===== src/core/icofx_params.svh =====
`ifndef ICOFX_PARAMS_SVH
`define ICOFX_PARAMS_SVH
// ---------------------------------------------------------------
// register indices
// ---------------------------------------------------------------
`define ICOFX_IDX_ICON2 8'h2c
`define ICOFX_IDX_ICON3 8'h2d
`define ICOFX_IDX_OVL 8'h2e
`define ICOFX_IDX_HFA 8'h2f
`define ICOFX_IDX_OFS0 8'h09
`define ICOFX_RST_VAL 8'h00
// ---------------------------------------------------------------
// field positions
// ---------------------------------------------------------------
`define ICOFX_B_PCI_EN 7
`define ICOFX_B_PCI_SWAP 6
`define ICOFX_B_REF_HI 7
`define ICOFX_B_REF_LO 6
`define ICOFX_B_MAP 5
`define ICOFX_B_VDBL 4
`define ICOFX_B_HDBL 3
`define ICOFX_B_BLINK 2
`define ICOFX_B_MODE 1
`define ICOFX_B_EN 0
`define ICOFX_B_EARLY_HI 7
`define ICOFX_B_EARLY_LO 5
`define ICOFX_B_WDLY_HI 4
`define ICOFX_B_WDLY_LO 3
`define ICOFX_B_MAP0_HI 2
`define ICOFX_B_MAP0_LO 1
`define ICOFX_B_FINE 0
`define ICOFX_HFA_MASK 8'h0f
`define ICOFX_ICON_CLEAR 2'h0
// ---------------------------------------------------------------
// counts
// ---------------------------------------------------------------
`define ICOFX_HFA_DEPTH 5'h10
`define ICOFX_LEAD_MAX 4'h8
`define ICOFX_LINE_LEN 8
`endif


===== src/core/icofx_pkg.sv =====
`default_nettype none
package icofx_pkg;
    typedef struct packed {
        logic wr;
        logic rd;
        logic gr_sel;
        logic [7:0] index;
        logic [7:0] wdata;
    } icofx_host_req_type;

    typedef struct packed {
        logic [7:0] line;
    } icofx_line_state_type;

    typedef struct packed {
        logic [8:0] mem_addr;
    } icofx_ofs_state_type;

    typedef struct packed {
        logic [1:0][7:0] icon;
        logic [7:0] ovl;
        logic [3:0] hfa_thr;
        logic [7:0] ofs0;
        logic [7:0] rdata;
        logic [1:0] pins_s1;
        logic [1:0] pins_s2;
        logic [4:0] hfa_lvl;
        logic refill;
        logic blink_prev;
        logic blink_phase;
        logic win_hit;
        logic [31:0] pci_data;
        logic lb_claim;
        logic lin_mode;
        logic base_map;
        logic [1:0] opaque;
        logic [1:0][5:0] pix_row;
        logic [1:0][5:0] pix_col;
        logic [1:0] map;
        logic [2:0] icon0_map;
        logic [3:0] fine;
        logic win;
    } icofx_state_type;
endpackage
`default_nettype wire


===== src/core/icofx_tap_line.sv =====
`timescale 1ns/10ps
`default_nettype none
`include "icofx_params.svh"
module icofx_tap_line
    import icofx_pkg::*;
(
    input wire logic clk_i,
    input wire logic sys_rst_i,
    input wire logic d_i,
    input wire logic [3:0] tap_i,
    output logic q_o
);
    icofx_line_state_type st_q;
    icofx_line_state_type st_d;
    logic [`ICOFX_LINE_LEN:0] taps;

    // ---------------------------------------------------------------
    // shift line, tap 0 is the input itself
    // ---------------------------------------------------------------
    always_comb begin
        st_d = st_q;
        st_d.line = {st_q.line[`ICOFX_LINE_LEN-2:0], d_i};
        taps = {st_q.line, d_i};
        q_o = (tap_i > `ICOFX_LEAD_MAX) ? 1'b0 : taps[tap_i];
    end

    always_ff @(posedge clk_i) begin
        if (sys_rst_i) begin
            st_q <= '0;
        end else begin
            st_q <= st_d;
        end
    end
endmodule // icofx_tap_line
`default_nettype wire


===== src/core/icofx_offset_add.sv =====
`timescale 1ns/10ps
`default_nettype none
`include "icofx_params.svh"
module icofx_offset_add
    import icofx_pkg::*;
(
    input wire logic clk_i,
    input wire logic sys_rst_i,
    input wire logic [8:0] adjusted_bus_address_i,
    input wire logic [7:0] offset_i,
    input wire logic granularity_i,
    output logic [8:0] display_memory_address_o
);
    icofx_ofs_state_type st_q;
    icofx_ofs_state_type st_d;

    // ---------------------------------------------------------------
    // 4k: bits 19:12 plus offset, 16k: bits 20:14 plus offset 6:0
    // ---------------------------------------------------------------
    always_comb begin
        st_d = st_q;
        if (granularity_i) begin
            st_d.mem_addr = {adjusted_bus_address_i[8:2] + offset_i[6:0],
                adjusted_bus_address_i[1:0]};
        end else begin
            st_d.mem_addr = {1'b0, adjusted_bus_address_i[7:0] + offset_i};
        end
    end

    always_ff @(posedge clk_i) begin
        if (sys_rst_i) begin
            st_q <= '0;
        end else begin
            st_q <= st_d;
        end
    end

    assign display_memory_address_o = st_q.mem_addr;
endmodule // icofx_offset_add
`default_nettype wire


===== src/core/icofx_regs.sv =====
`timescale 1ns/10ps
`default_nettype none
`include "icofx_params.svh"
module icofx_regs
    import icofx_pkg::*;
(
    input wire logic clk_i,
    input wire logic sys_rst_i,
    input wire icofx_host_req_type host_req_i,
    output logic [7:0] host_rdata_o,
    input wire logic pci_mode_i,
    input wire logic [7:0] pci_addr_hi_i,
    input wire logic [7:0] pci_base1_hi_i,
    input wire logic [31:0] pci_wdata_i,
    output logic pci_win_hit_o,
    output logic [31:0] pci_data_o,
    input wire logic [1:0] upper_addr_pins_i,
    input wire logic [23:12] bus_addr_i,
    input wire logic [3:0] segment_select_field_i,
    output logic lb_claim_o,
    output logic linear_mode_o,
    output logic base_map_o,
    input wire logic granularity_i,
    output logic [8:0] display_memory_address_o,
    input wire logic [6:0] scan_row_i,
    input wire logic [6:0] scan_col_i,
    input wire logic [1:0][1:0] icon_pixel_i,
    input wire logic cursor_blink_i,
    output logic [1:0] icon_opaque_o,
    output logic [1:0][5:0] icon_pix_row_o,
    output logic [1:0][5:0] icon_pix_col_o,
    output logic [1:0] icon_map_o,
    input wire logic icon0_map_sel_i,
    input wire logic icon1_map_sel_i,
    output logic [2:0] icon0_map_o,
    input wire logic cursor_lock_i,
    input wire logic expanded_i,
    input wire logic [2:0] fine_lo_i,
    output logic [3:0] cursor_fine_o,
    input wire logic double_rate_i,
    input wire logic ovl_window_adv_i,
    output logic overlay_window_out_n_o,
    input wire logic mem_wr_req_i,
    output logic mem_wr_start_o,
    input wire logic dual_scan_i,
    input wire logic hfa_fill_i,
    input wire logic hfa_pop_i,
    output logic hfa_refill_req_o,
    output logic [4:0] hfa_level_o
);
    icofx_state_type st_q;
    icofx_state_type st_d;
    logic [3:0] lead_tap;
    logic [3:0] wdly_tap;
    logic win_tap;
    logic [4:0] hfa_empty;
    logic fill_ok;
    logic pop_ok;
    logic single_icon;

    // ---------------------------------------------------------------
    // lookups
    // ---------------------------------------------------------------
    function automatic logic [3:0] lead_of(input logic [2:0] code, input logic dbl);
        logic [3:0] n;
        n = 4'h0;
        if (dbl) begin
            unique case (code)
                3'h0: n = 4'h3;
                3'h1: n = 4'h4;
                3'h2: n = 4'h5;
                3'h3: n = 4'h6;
                3'h4: n = 4'h7;
                3'h5: n = 4'h8;
                3'h6: n = 4'h2;
                3'h7: n = 4'h1;
            endcase
        end else begin
            unique case (code)
                3'h4: n = 4'h1;
                3'h5: n = 4'h2;
                default: n = 4'h0;
            endcase
        end
        return n;
    endfunction

    function automatic logic [5:0] icon_coord(input logic [6:0] c, input logic dbl);
        return dbl ? c[6:1] : c[5:0];
    endfunction

    function automatic logic [31:0] swap_bytes(input logic [31:0] w);
        return {w[23:16], w[31:24], w[7:0], w[15:8]};
    endfunction

    // ---------------------------------------------------------------
    // timing lines
    // ---------------------------------------------------------------
    // window input leads the real window by max lead plus one
    assign lead_tap = `ICOFX_LEAD_MAX - lead_of(
        st_q.ovl[`ICOFX_B_EARLY_HI:`ICOFX_B_EARLY_LO], double_rate_i);
    assign wdly_tap = (st_q.ovl[`ICOFX_B_WDLY_HI:`ICOFX_B_WDLY_LO] == 2'h3) ? 4'h0
        : {2'h0, 2'h2 - st_q.ovl[`ICOFX_B_WDLY_HI:`ICOFX_B_WDLY_LO]};

    icofx_tap_line u_win_line (
        .clk_i(clk_i),
        .sys_rst_i(sys_rst_i),
        .d_i(ovl_window_adv_i),
        .tap_i(lead_tap),
        .q_o(win_tap)
    );

    icofx_tap_line u_wr_line (
        .clk_i(clk_i),
        .sys_rst_i(sys_rst_i),
        .d_i(mem_wr_req_i),
        .tap_i(wdly_tap),
        .q_o(mem_wr_start_o)
    );

    icofx_offset_add u_ofs (
        .clk_i(clk_i),
        .sys_rst_i(sys_rst_i),
        .adjusted_bus_address_i(bus_addr_i[20:12]),
        .offset_i(st_q.ofs0),
        .granularity_i(granularity_i),
        .display_memory_address_o(display_memory_address_o)
    );

    // ---------------------------------------------------------------
    // next state
    // ---------------------------------------------------------------
    assign hfa_empty = `ICOFX_HFA_DEPTH - st_q.hfa_lvl;
    assign fill_ok = hfa_fill_i && (st_q.hfa_lvl != `ICOFX_HFA_DEPTH);
    assign pop_ok = hfa_pop_i && (st_q.hfa_lvl != 5'h0);
    assign single_icon = st_q.ovl[`ICOFX_B_MAP0_HI:`ICOFX_B_MAP0_LO] != `ICOFX_ICON_CLEAR;

    always_comb begin
        st_d = st_q;
        // host writes
        if (host_req_i.wr && host_req_i.gr_sel) begin
            if (host_req_i.index == `ICOFX_IDX_OFS0) begin
                st_d.ofs0 = host_req_i.wdata;
            end
        end else if (host_req_i.wr) begin
            unique case (host_req_i.index)
                `ICOFX_IDX_ICON2: st_d.icon[0] = host_req_i.wdata;
                `ICOFX_IDX_ICON3: st_d.icon[1] = host_req_i.wdata;
                `ICOFX_IDX_OVL: begin
                    st_d.ovl[7:1] = host_req_i.wdata[7:1];
                    if (!cursor_lock_i) begin
                        st_d.ovl[`ICOFX_B_FINE] = host_req_i.wdata[`ICOFX_B_FINE];
                    end
                end
                `ICOFX_IDX_HFA: st_d.hfa_thr = host_req_i.wdata[3:0];
                default: ;
            endcase
        end
        // host reads
        st_d.rdata = `ICOFX_RST_VAL;
        if (host_req_i.rd && host_req_i.gr_sel) begin
            if (host_req_i.index == `ICOFX_IDX_OFS0) begin
                st_d.rdata = st_q.ofs0;
            end
        end else if (host_req_i.rd) begin
            unique case (host_req_i.index)
                `ICOFX_IDX_ICON2: st_d.rdata = st_q.icon[0];
                `ICOFX_IDX_ICON3: st_d.rdata = st_q.icon[1];
                `ICOFX_IDX_OVL: st_d.rdata = {st_q.ovl[7:1],
                    st_q.ovl[`ICOFX_B_FINE] & expanded_i};
                `ICOFX_IDX_HFA: st_d.rdata = {4'h0, st_q.hfa_thr} & `ICOFX_HFA_MASK;
                default: ;
            endcase
        end
        // pci window
        st_d.win_hit = pci_mode_i && st_q.icon[0][`ICOFX_B_PCI_EN]
            && (pci_addr_hi_i == pci_base1_hi_i);
        st_d.pci_data = (st_d.win_hit && st_q.icon[0][`ICOFX_B_PCI_SWAP])
            ? swap_bytes(pci_wdata_i) : pci_wdata_i;
        // upper address decode
        st_d.pins_s1 = upper_addr_pins_i;
        st_d.pins_s2 = st_q.pins_s1;
        st_d.lb_claim = !pci_mode_i
            && (st_q.pins_s2 == st_q.icon[1][`ICOFX_B_REF_HI:`ICOFX_B_REF_LO])
            && (bus_addr_i[23:20] == segment_select_field_i);
        st_d.lin_mode = pci_mode_i
            && (st_q.icon[1][`ICOFX_B_REF_HI:`ICOFX_B_REF_LO] != 2'h0);
        st_d.base_map = pci_mode_i
            && ((st_q.icon[1][`ICOFX_B_REF_HI:`ICOFX_B_REF_LO] != 2'h0)
            || (segment_select_field_i != 4'h0));
        // icons 2 and 3
        st_d.blink_prev = cursor_blink_i;
        if (cursor_blink_i && !st_q.blink_prev) begin
            st_d.blink_phase = !st_q.blink_phase;
        end
        for (int i = 0; i < 2; i++) begin
            st_d.pix_row[i] = icon_coord(scan_row_i, st_q.icon[i][`ICOFX_B_VDBL]);
            st_d.pix_col[i] = icon_coord(scan_col_i, st_q.icon[i][`ICOFX_B_HDBL]);
            st_d.map[i] = st_q.icon[i][`ICOFX_B_MAP];
            st_d.opaque[i] = st_q.icon[i][`ICOFX_B_EN] && !single_icon
                && (!st_q.icon[i][`ICOFX_B_BLINK] || st_q.blink_phase)
                && (st_q.icon[i][`ICOFX_B_VDBL] || !scan_row_i[6])
                && (st_q.icon[i][`ICOFX_B_HDBL] || !scan_col_i[6])
                && !(st_q.icon[i][`ICOFX_B_MODE] && icon_pixel_i[i] == 2'h0);
        end
        st_d.icon0_map = single_icon
            ? {st_q.ovl[`ICOFX_B_MAP0_HI:`ICOFX_B_MAP0_LO], icon1_map_sel_i}
            : {2'h0, icon0_map_sel_i};
        // cursor fine position
        st_d.fine = {st_q.ovl[`ICOFX_B_FINE] & expanded_i, fine_lo_i};
        // overlay window
        st_d.win = win_tap;
        // half-frame fifo level and refill
        st_d.hfa_lvl = st_q.hfa_lvl + {4'h0, fill_ok} - {4'h0, pop_ok};
        st_d.refill = dual_scan_i && (hfa_empty != 5'h0)
            && (hfa_empty >= {1'b0, st_q.hfa_thr});
    end

    always_ff @(posedge clk_i) begin
        if (sys_rst_i) begin
            st_q <= '0;
        end else begin
            st_q <= st_d;
        end
    end

    // ---------------------------------------------------------------
    // outputs
    // ---------------------------------------------------------------
    assign host_rdata_o = st_q.rdata;
    assign pci_win_hit_o = st_q.win_hit;
    assign pci_data_o = st_q.pci_data;
    assign lb_claim_o = st_q.lb_claim;
    assign linear_mode_o = st_q.lin_mode;
    assign base_map_o = st_q.base_map;
    assign icon_opaque_o = st_q.opaque;
    assign icon_pix_row_o = st_q.pix_row;
    assign icon_pix_col_o = st_q.pix_col;
    assign icon_map_o = st_q.map;
    assign icon0_map_o = st_q.icon0_map;
    assign cursor_fine_o = st_q.fine;
    assign overlay_window_out_n_o = !st_q.win;
    assign hfa_refill_req_o = st_q.refill;
    assign hfa_level_o = st_q.hfa_lvl;
endmodule // icofx_regs
`default_nettype wire


===== config.mk =====
export PLATFORM = sky130hd
export DESIGN_NAME = icofx_regs
export DESIGN_NICKNAME = d
export VERILOG_FILES = /design/src/core/icofx_pkg.sv /design/src/core/icofx_tap_line.sv /design/src/core/icofx_offset_add.sv /design/src/core/icofx_regs.sv
export VERILOG_INCLUDE_DIRS = /design/src /design/src/core
export SDC_FILE = /design/constraint.sdc
export NUM_CORES = 1
export LEC_CHECK = 0
export ABC_AREA = 1
export BUFFER_PORTS_ARGS = -buffer_cell sky130_fd_sc_hd__clkbuf_2
export CAP_MARGIN = 25
export CELL_PAD_IN_SITES_DETAIL_PLACEMENT = 2
export CELL_PAD_IN_SITES_GLOBAL_PLACEMENT = 2
export CORE_ASPECT_RATIO = 1.5
export CORE_UTILIZATION = 29
export DETAILED_ROUTE_END_ITERATION = 10
export GPL_TIMING_DRIVEN = 0
export PLACE_DENSITY = 0.78
export REMOVE_ABC_BUFFERS = 1
export SLEW_MARGIN = 40
export SYNTH_ARGS = -nofsm -noshare
export SYNTH_HDL_FRONTEND = slang
export SYNTH_SLANG_ARGS = --single-unit
export TNS_END_PERCENT = 1

===== constraint.sdc =====
create_clock -name clk_i -period 2.7 [get_ports clk_i]
set_input_delay 0.405 -clock clk_i [delete_from_list [all_inputs] [get_ports clk_i]]
set_output_delay 0.405 -clock clk_i [all_outputs]
set_load 0.01 [all_outputs]

# After elaboration in Yosys (flattened, before gate mapping)
# Memories as Yosys holds them, arrays and structs flattened. A register that Yosys moved wholly into a read port is not among the register bits.
# Cells that the tools add are included.
# op_classes
addsub,7
order_cmp,5
n_eq_ne,12
muxes,21
bitwise,5
n_reduce_logical,60
# op_table
operator,n
== test 8 x 6 -> 1 bit (second input constant),4
2-to-1 mux 32 bit,1
2-to-1 mux 8 bit,4
one-hot mux 8 bit (4 select lines),1
logical AND 1 bit,26
2-to-1 mux 6 bit,4
AND reduction 3 bit,4
zero test 1 bit,11
nonzero test 5 bit,2
adder 8 bit,1
binary-select mux 1 bit (select 4 bit),2
== test 8 x 4 -> 1 bit (second input constant),1
== test 8 bit,1
adder 7 bit,1
logical OR 1 bit,7
== test 3 bit (second input constant),2
2-to-1 mux 3 bit,2
OR reduction 2 bit,3
adder 5 x 1 -> 5 bit,1
greater-or-equal comparator 5 x 4 -> 1 bit,1
< comparator 2 x 5 -> 1 bit (second input constant),1
< comparator 4 x 5 -> 1 bit (second input constant),1
!= test 5 bit (second input constant),1
subtractor 5 x 1 -> 5 bit,1
other kinds (19),27
# word_totals
regBits,153
mem_bits_ro,32
inputBits,121
out_inout_bits,96
elab_cells,143
mem_count,1
# mem_list
memory,words,word_bits,rd,rd_clocked_by_memory_dff,write_ports,line,source
(no name shown),8,4,1,1,0,icofx_regs.sv:68,unique case (code)

# Depth between registers and ports, before layout
# Gate-level depths: netlist (run 1).
# depth
word_depth,7
mapped_depth,16
depth_no_buf,16

# Modules after synthesis
# A second synthesis (run 1) with hierarchy kept.
# hier_totals
hier_cells,1153
hier_area_um2,8165.3
# by_module_without_submodules
mod,n_inst,cells_per_inst,area_each_um2,seq_area_each_um2
icofx_regs,1,933,6661.4,2642.5
icofx_offset_add,1,128,870.8,180.2
icofx_tap_line,2,46,316.6,160.2

# Worst setup path before layout (run 1)
# OpenSTA, ideal clock, no wires.
# synth_timing
kind,register to register
startpoint,"register st_q, in the netlist hfa_level_o[1]"
endpoint,"register st_q, in the netlist hfa_level_o[4]"
setup_ps,122
arrival_ps,2277
required_time_ps,2578
path_slack_ps,301
stages_incl_launch_ff,17
n_path_buf,0
period_less_slack_ps,2399
cell_sequence,dfxtp_1 -> inv_1 -> ha_1 -> nand2_1 -> inv_1 -> ha_1 -> inv_1 -> nand2_1 -> ha_1 -> inv_1 -> ha_1 -> inv_1 -> fa_1 -> o21bai_1 -> a21oi_1 -> o21ai_0 -> a21oi_1
# synth_between
elab_chain_cells,4
elab_cells_between_ends,6
classes_between,add/sub: 2; eq/ne: 1; reduce/logical: 3
# synth_rtl
item,line,source
"start, declared",icofx_regs.sv:51,icofx_state_type st_q;
"start signal, assigned",icofx_regs.sv:223,st_q <= st_d;
!= test 5 bit (no line),--,
logical AND 1 bit,icofx_regs.sv:134,assign fill_ok = hfa_fill_i && (st_q.hfa_lvl != `ICOFX_HFA_DEPTH);
adder 5 x 1 -> 5 bit,icofx_regs.sv:214,"st_d.hfa_lvl = st_q.hfa_lvl + {4'h0, fill_ok} - {4'h0, pop_ok};"
subtractor 5 x 1 -> 5 bit (*),icofx_regs.sv:214,
# Every way passes the cells marked *; elsewhere a longest branch is shown, timed or not.
# A chain may end at the register's enable or synchronous reset.

# Worst setup path after layout (run 1)
# layout_timing
startpoint,"register st_q, in the netlist hfa_level_o[0]"
endpoint,"register st_q, in the netlist hfa_level_o[4]"
# The elaborated chain is that of the path after synthesis.

==> run metrics, run 1 <==
status complete, no violations; Site Rows 72; PortBufs 216; class of the worst hold path in2reg; Worst Path Max Fanout 3; clock-pin slew on the worst setup and hold paths 0.07 ns; CTS tree done; Async SR Flop Fraction 0%; Post-Synthesis Cells 1,047; WL/cell 16.7 um; total wire length 25,400 um; worst relative slew slack 45.2%; area growth from synthesis to layout 19.5%; Placed Area 0.00858 sq mm; final setup fails 0; PwrDens 647 mW/mm^2; Post-Syn Area 0.00771 sq mm; Ys Warns 0; Total Power 5960 uW; Yosys top cell area share 39.2%; top area cells in the synthesized netlist dfxtp_1, buf_4, nor2_1; R2R setup slack 0.20 ns; fin util 35.5%; HP Start fine_lo_i[1]; Placement Setup Slack -0.0732 ns; min cycle time layout 2.50 ns; initial antenna violation count 1; worst-case clock buffer depth 2; Crit. End Element flop; Sequential Area 0.00304 sq mm; sequential fraction of the synthesis area 39.2%; vias 7,256; FMAX 0.400 GHz; Final Hold Viols 0; multi-input logic area 0.00344 sq mm; Final Skew 0.00829 ns; die height 202 um; post-route setup slack 0.201 ns; drt drc 0; Yosys reg bits 151; Register-to-Register Path Depth 16; Max Slew Vio Count 0; crit path DAT 2.80 ns; vias per inst 4.77; Root Buffer clkbuf_16; ratio of final minimum period to clock period 92.6%; Global Route Usage Sum 19.2%; Critical Path RT 3.00 ns; synth unique cells 45; Nets 1,328; Design Area, Final 0.00922 sq mm; share of cells above drive strength 1 24.4%; leakage 0.00447 uW; top-level I/O count 217; first-pass iteration count of the detailed router 6; Initial DRC Count 197; Core Region 0.0259 sq mm; Fin Hold WS 0.162 ns; most frequent cell after synthesis dfxtp_1; vias in the first global route 7,914; predominant post-synthesis flop cell dfxtp_1; Post-DRT Antenna Nets 0; Max Cap Viol 0; routability cong. 0.786; Setup Buffers After CTS 0; later-pin clock latency in the skew report 0.43 ns; GRT overflow 0; Mean Syn Cell Area 7.37 sq um; CP Class reg2reg; largest net degree at the start of global routing 61; Synth top cells by count dfxtp_1, nor2_1, nand2_1; Critical Path Start Type flop; Post-synth EDFFs 0; H-tree levels 4; worst-margin pin slew 0.815 ns; Chip Width 135 um; count of hold-fix buffers inserted at cts 0; RR Startpoint hfa_level_o[0]; clock sinks 151; FILL cells 3,102; Critical R2R Capture hfa_level_o[4]; post-synth top area cell dfxtp_1; CTS buffer count 17; worst vdd ir 284 uV; Starting Density 29.7%; worst hold stages 3; WHS Endpoint cursor_fine_o[1]; global-route wire length before repair 40,700 um; die area 0.0273 sq mm; hpwl dp 19,500 um
critical path, stage by stage (launching register included):
cell and delay (ns):
dfxtp_2 0.35, inv_1 0.10, ha_4 0.19, nand2_1 0.06
inv_1 0.05, ha_1 0.17, inv_1 0.05, nand2_1 0.04
ha_1 0.26, inv_1 0.07, ha_2 0.17, inv_1 0.05
fa_2 0.35, o21bai_1 0.16, a21oi_1 0.10, o21ai_1 0.15
a21oi_1 0.06
state kept, by name, indices dropped and copies added, names as in the netlist, 2 cells and up, named ones only:
| name | cells |
|---|---|
| pci_data_o | 32 |
| icon_opaque_o | 2 |
| u_win_line.st_q | 8 |
| st_q | 39 |
| icon_pix_col_o | 12 |
| cursor_fine_o | 4 |
| st_d | 4 |
| icon0_map_o | 3 |
| u_ofs.display_memory_address_o | 9 |
| u_wr_line.st_q | 2 |
| host_rdata_o | 8 |
| icon_pix_row_o | 12 |
| hfa_level_o | 5 |
| icon_map_o | 2 |
metal layers:
| layer | wire, um | global-route usage [%] | vias to the layer above |
|---|---|---|---|
| met1 | 9670 | 19.6 | 3506 |
| met4 | 753 | 7.66 | 0 |
| met5 | 0 | 0 | - |
| met2 | 13800 | 36.7 | 157 |
| li1 | - | - | 3556 |
| met3 | 1160 | 4.38 | 37 |
stage by stage:
| stage | setup TNS [ns] | instances |
|---|---|---|
| 3_5_place_dp | -0.0732 | 1488 |
| 5_1_grt | -0.00861 | 1520 |
| 4_1_cts | 0 | 1520 |
| 2_1_floorplan | -0.846 | 933 |
| 6_report | 0 | 1521 |
| 3_3_place_gp | -138.52 | 1482 |
logic make-up (layout without fill, tap and decap cells):
kind of cell | after synthesis | after routing | share of synthesized area (%)
simple gates | 403 | 403 | 23.7
buf+inv | 255 | 395 | 16.7
compound gates | 191 | 191 | 13.2
flops | 151 | 151 | 39.2
fa+ha+maj | 33 | 33 | 5.64
xor+xnor | 14 | 14 | 1.59
other cells | 0 | 1 | 0
cell type report:
cell class,count,share of cell area [%]
multi-input combinational,641,37.3
tap,333,4.52
antenna,1,0.0271
inverter,141,5.82
timing repair buffer,222,12.8
clock inverter,11,1.57
sequential,151,32.9
clock buffer,21,5.10
cell usage in the layout (no fill, tap or decap), types with 3 or more instances in the layout:
cell,instances
inv_1,131
bufinv_16,3
nor2_1,145
clkbuf_16,17
o21ai_0,70
nand3_1,43
a211oi_1,4
nor3_1,13
dfxtp_1,146
nand2_1,135
o22ai_1,4
clkbuf_2,215
clkbuf_8,3
nand2_4,4
ha_1,28
xnor2_1,11
nand2_2,3
nor3_4,3
clkinv_2,5
o21bai_1,3
o21ai_1,6
clkinv_1,3
xor2_1,3
nand4_1,38
inv_2,4
nor4_1,3
o211ai_1,4
nor2_4,5
clkinvlp_4,3
a21boi_0,3
a21oi_1,91
dfxtp_4,3
worst max path at each step:
stage | depth (start not counted) | slack (ns) | from | to
after global routing | 16 | -0.009 | hfa_level_o[2] | hfa_level_o[4]
final | 16 | 0.20 | hfa_level_o[0] | hfa_level_o[4]
after global placement | 5 | -2.04 | sys_rst_i | flop
after CTS | 16 | 0.006 | hfa_level_o[0] | hfa_level_o[4]
after floorplan | 5 | -0.03 | pci_base1_hi_i[2] | pci_data_o[0]
after detailed placement | 16 | -0.07 | hfa_level_o[1] | hfa_level_o[4]
repair_timing:
item / CTS / global route
endpoints found under the setup margin: 1 / 1
pin swaps: 0 / 2
resized for setup: 3 / 10
hold endpoints to repair: 0 / 0
power by group:
part,internal [uW],total (uW),switching (uW)
Combinational,418,1040,624
Clock,1530,2520,993
Sequential,2340,2400,57.6
Total,4290,5960,1670
Power figures use the tool's default switching activity.
==> run 2, diff against run 1 <==
CORE_ASPECT_RATIO = not set   (was 1.5)
==> run 2 against run 1 <==
  * Combinational power about the same
  * Final area decreased by 0.35%
  * Global-route usage decreased by 0.57 points
  * Utilization decreased by 0.28 points
  * Sequential power about the same
  * Wire length decreased by 2.7%
  * Clock power decreased by 2%
  * Critical path type unchanged
  * Critical endpoint unchanged
  * Largest power group unchanged
==> run metrics, run 2 (synthesized netlist as in run 1, its figures left out) <==
multi-input logic area 0.00342 sq mm; R2R setup slack 0.19 ns; delay-heaviest family, CP adder cells; leakage 0.00446 uW; HP Start upper_addr_pins_i[0]; worst hold stages 3; drt drc 0; clock sinks 151; slowest cell on the critical path dfxtp_4; Total Power 5890 uW; WP buf/inv 4; hpwl dp 18,900 um; Max Cap Viol 0; class of the worst hold path in2reg; Setup Buffers After CTS 0; cell breakdown of the critical path inv_1 -> ha_1 -> nand2_1 -> inv_1 -> ha_1 -> nor2_1 -> ha_1 -> inv_1 -> ha_1 -> inv_1 -> fa_2 -> o21bai_1 -> a21oi_1 -> o21ai_0 -> a21oi_1; worst-case clock buffer depth 2; Site Rows 59; Chip Width 165 um; Core Region 0.0261 sq mm; Max Slew Vio Count 0; ratio of final minimum period to clock period 92.9%; number of cells on the critical path 15; Flop pwr share 40.8%; Global Route Usage Sum 18.6%; Final Skew 0.0116 ns; vias 7,239; combinational share of power 17.1%; Largest register FFs 39; largest net degree at the start of global routing 56; Post-DRT Antenna Nets 0; count of hold-fix buffers inserted at cts 0; RR Startpoint hfa_level_o[2]; Initial DRC Count 293; Worst Path Max Fanout 4; Root Buffer clkbuf_16; switching pwr 1810 uW; Nets 1,328; commonest non-fill, non-tap cell in the layout clkbuf_2; placed cells 1,490; top-level I/O count 217; area growth from synthesis to layout 19.1%; Max stage delay on crit path 0.37 ns; clock-pin slew on the worst setup and hold paths 0.07 ns; Largest Register st_q; CP Class reg2reg; WHS Endpoint st_d[80]; PwrDens 641 mW/mm^2; RSZ-0062 raised after global routing false; Clock power frac 42.1%; Antenna diodes 0; H-tree levels 4; GRT overflow 0; most frequent cells in the layout clkbuf_2, dfxtp_1, nor2_1; Int Power 4080 uW; vias in the first global route 7,830; later-pin clock latency in the skew report 0.44 ns; Critical R2R Capture hfa_level_o[4]; die height 165 um; CTS buffer count 17; Crit. End Element flop; final non-filler cell total 1,522; Critical Path RT 3.02 ns; crit path DAT 2.83 ns; Register-to-Register Path Depth 15; FMAX 0.399 GHz; min cycle time layout 2.51 ns; Final Hold Viols 0; worst vdd ir 311 uV; vias per inst 4.76; share of cells above drive strength 1 24.3%; Critical Path Start Type flop; initial antenna violation count 0; CTS tree done; worst relative slew slack 45.6%; FILL cells 3,140; first-pass iteration count of the detailed router 4; WL/cell 16.2 um; routability cong. 0.812; worst-margin pin slew 0.814 ns; global-route wire length before repair 39,500 um; total wire length 24,700 um; post-route setup slack 0.193 ns; Starting Density 29.6%; Sequential Area 0.00304 sq mm; status complete, no violations; Placement Setup Slack 0.00205 ns; Fin Hold WS 0.151 ns; final setup fails 0; PortBufs 216; switch share 30.7%; Final TNS setup 0 ns; die area 0.0273 sq mm
==> run 2: worst register-to-register path, cell delays in order (launching register included) <==
cell and delay [ns]:
dfxtp_4 0.37, inv_1 0.09, ha_1 0.20, nand2_1 0.07, inv_1 0.06, ha_1 0.17
nor2_1 0.12, ha_1 0.24, inv_1 0.06, ha_1 0.16, inv_1 0.06, fa_2 0.36
o21bai_1 0.14, a21oi_1 0.10, o21ai_0 0.15, a21oi_1 0.05
==> run 2: layout make-up <==
class,count,area share [%]
tap,335,4.56
multi-input combinational,641,37.3
clock buffer,17,4.63
inverter,141,5.84
timing repair buffer,222,12.7
sequential,151,33.0
clock inverter,15,1.97
==> run 2: repair_timing <==
action	CTS	global route
setup endpoints to repair	1	1
resized for setup	1	7
gates cloned	0	0
hold endpoints to repair	0	0
==> run 2: routing by layer <==
metal  vias up  wire, um  track usage [%]
li1       3560         -                -
met5         -         0                0
met2       138     12400             32.4
met4         0       626             7.21
met1      3503     10900             22.6
met3        38       851             3.45
==> run 2: worst max path at each step <==
stage / from / to / slack [ns]
finish: hfa_level_o[2] / hfa_level_o[4] / 0.19
global route: hfa_level_o[1] / hfa_level_o[4] / 0.01
CTS: hfa_level_o[2] / hfa_level_o[4] / 0.01
detailed placement: hfa_level_o[1] / hfa_level_o[4] / 0.002
global placement: sys_rst_i / flop / -2.00
floorplan: pci_base1_hi_i[2] / pci_data_o[0] / -0.03
==> run 2: through the flow <==
| stage | util (%) | cell area, sq um |
|---|---|---|
| after CTS | 35.2 | 9180 |
| after global routing | 35.3 | 9190 |
| after global placement | 32.5 | 8460 |
| final | 35.3 | 9190 |
| after detailed placement | 32.9 | 8570 |
| after floorplan | - | 6960 |
==> run 2: power by group through the flow <==
stage          sequential (uW)  combinational, uW  clock [uW]
2_1_floorplan             2480                533           0
3_3_place_gp              2440                955           0
3_5_place_dp              2450               1010           0
4_1_cts                   2400               1020        2560
5_1_grt                   2420               1160        2650
6_report                  2400               1010        2480
==> run 3, diff against run 2 <==
CELL_PAD_IN_SITES_DETAIL_PLACEMENT = 1   (was 2)
CELL_PAD_IN_SITES_GLOBAL_PLACEMENT = 1   (was 2)
CORE_UTILIZATION = 37   (was 29)
PLACE_DENSITY = 0.77   (was 0.78)
==> run 3 against run 2 <==
  * Final area shrank 0.78%
  * Worst hold slack better by 0.026 ns
  * Non-clock buffer count stayed put
  * First-iteration DRC count shrank 2.0%
  * Wire length fell by 9.9%
  * Register-to-register slack better by 0.05 ns
  * Largest power group unchanged
  * Critical path type unchanged
  * Die area fell by 21%
  * Sequential share of layout area up 0.22 points
  * Global-route usage is 2.7 points higher
==> run metrics, run 3 (synthesized netlist as in run 1, its figures left out) <==
die area 0.0214 sq mm; Flop pwr share 41.1%; Total Power 5840 uW; Nets 1,328; switching pwr 1630 uW; ratio of final minimum period to clock period 90.8%; Final Skew 0.00952 ns; commonest non-fill, non-tap cell in the layout clkbuf_2; count of hold-fix buffers inserted at cts 0; leakage 0.00447 uW; status complete, no violations; Clock power frac 41.7%; worst-case clock buffer depth 2; first-pass iteration count of the detailed router 4; die height 146 um; FILL cells 2,593; Crit. End Element flop; Initial DRC Count 287; H-tree levels 4; class of the worst hold path in2reg; later-pin clock latency in the skew report 0.42 ns; Worst Path Max Fanout 4; WL/cell 15.3 um; clock sinks 151; PwrDens 641 mW/mm^2; vias 7,045; CTS tree done; Fin Hold WS 0.177 ns; Chip Width 146 um; Core Region 0.0204 sq mm; vias in the first global route 7,051; Max Cap Viol 0; worst vdd ir 436 uV; hpwl dp 16,600 um; Global Route Usage Sum 21.3%; crit path DAT 2.77 ns; PortBufs 216; initial antenna violation count 0; most frequent cells in the layout clkbuf_2, dfxtp_1, nor2_1; Largest register FFs 39; CTS buffer count 17; worst hold stages 3; largest net degree at the start of global routing 69; Post-DRT Antenna Nets 0; worst relative slew slack 44.7%; Int Power 4220 uW; clock-pin slew on the worst setup and hold paths 0.07 ns; vias per inst 4.84; final setup fails 0; Final Hold Viols 0; routability cong. 0.797; FMAX 0.408 GHz; share of cells above drive strength 1 24.2%; Max Slew Vio Count 0; GRT overflow 0; combinational share of power 17.2%; Root Buffer clkbuf_16; Critical Path RT 3.01 ns; area growth from synthesis to layout 18.2%; Largest Register st_q; worst-margin pin slew 0.828 ns; switch share 27.8%; Register-to-Register Path Depth 15; drt drc 0; total wire length 22,300 um; top-level I/O count 217; Site Rows 52; min cycle time layout 2.45 ns; Setup Buffers After CTS 0; global-route wire length before repair 36,300 um; Antenna diodes 0; Starting Density 37.9%; CP Class reg2reg; Critical Path Start Type flop
run 3: worst paths after layout:
check                 start          endpoint  slack (ns)
max          hfa_level_o[1]    hfa_level_o[4]        0.25
min            fine_lo_i[0]  cursor_fine_o[0]        0.18
max reg2reg  hfa_level_o[1]    hfa_level_o[4]        0.25
min reg2reg        st_d[80]          st_q[80]        0.40
run 3: power by group through the flow:
stage | sequential (uW) | clock [uW] | combinational (uW)
floorplan | 2480 | 0 | 533
global route | 2410 | 2580 | 1160
CTS | 2400 | 2490 | 994
finish | 2400 | 2440 | 1010
detailed placement | 2440 | 0 | 981
global placement | 2440 | 0 | 935
run 3: final cells by class:
type / count / area [sq um] / area share (%)
multi-input combinational: 641 / 3430 / 37.7
sequential: 151 / 3030 / 33.3
timing repair buffer: 222 / 1180 / 12.9
inverter: 141 / 537 / 5.89
clock buffer: 20 / 478 / 5.24
tap: 270 / 338 / 3.71
clock inverter: 11 / 121 / 1.33
run 3: critical path, cell delays in order (launching register included):
cell and delay (ns):
dfxtp_4 0.37, inv_1 0.11, ha_4 0.19, nand2_1 0.05, inv_1 0.06, ha_1 0.17, nor2_1 0.12, ha_1 0.24
inv_1 0.05, ha_1 0.16, inv_1 0.06, fa_2 0.36, o21bai_1 0.14, a21oi_1 0.10, o21ai_1 0.12, a21oi_1 0.05
run 3: routing by layer:
layer | part of all wire [%] | wire (um) | track usage (%)
met5 | 0 | 0 | 0
met4 | 1.5 | 330 | 6.15
met3 | 4.2 | 945 | 4.84
met2 | 49 | 11000 | 37.0
met1 | 45 | 9980 | 26.3
run 3: what timing repair did:
action,in CTS,in global routing
resized for setup,2,7
setup endpoints to repair,1,1
gates cloned,0,0
pin swaps,0,0
run 3: stage by stage:
step	instance area [sq um]	utilization [%]	cells	worst slack [ns]	TNS (ns)
after floorplan	6960	-	933	-0.0273	-0.846
after global placement	8380	41.1	1419	-1.76	-118.88
after detailed placement	8500	41.7	1425	0.0127	0
after CTS	9100	44.7	1456	0.0395	0
after global routing	9120	44.8	1456	-0.00194	-0.00194
final	9120	44.8	1456	0.248	0
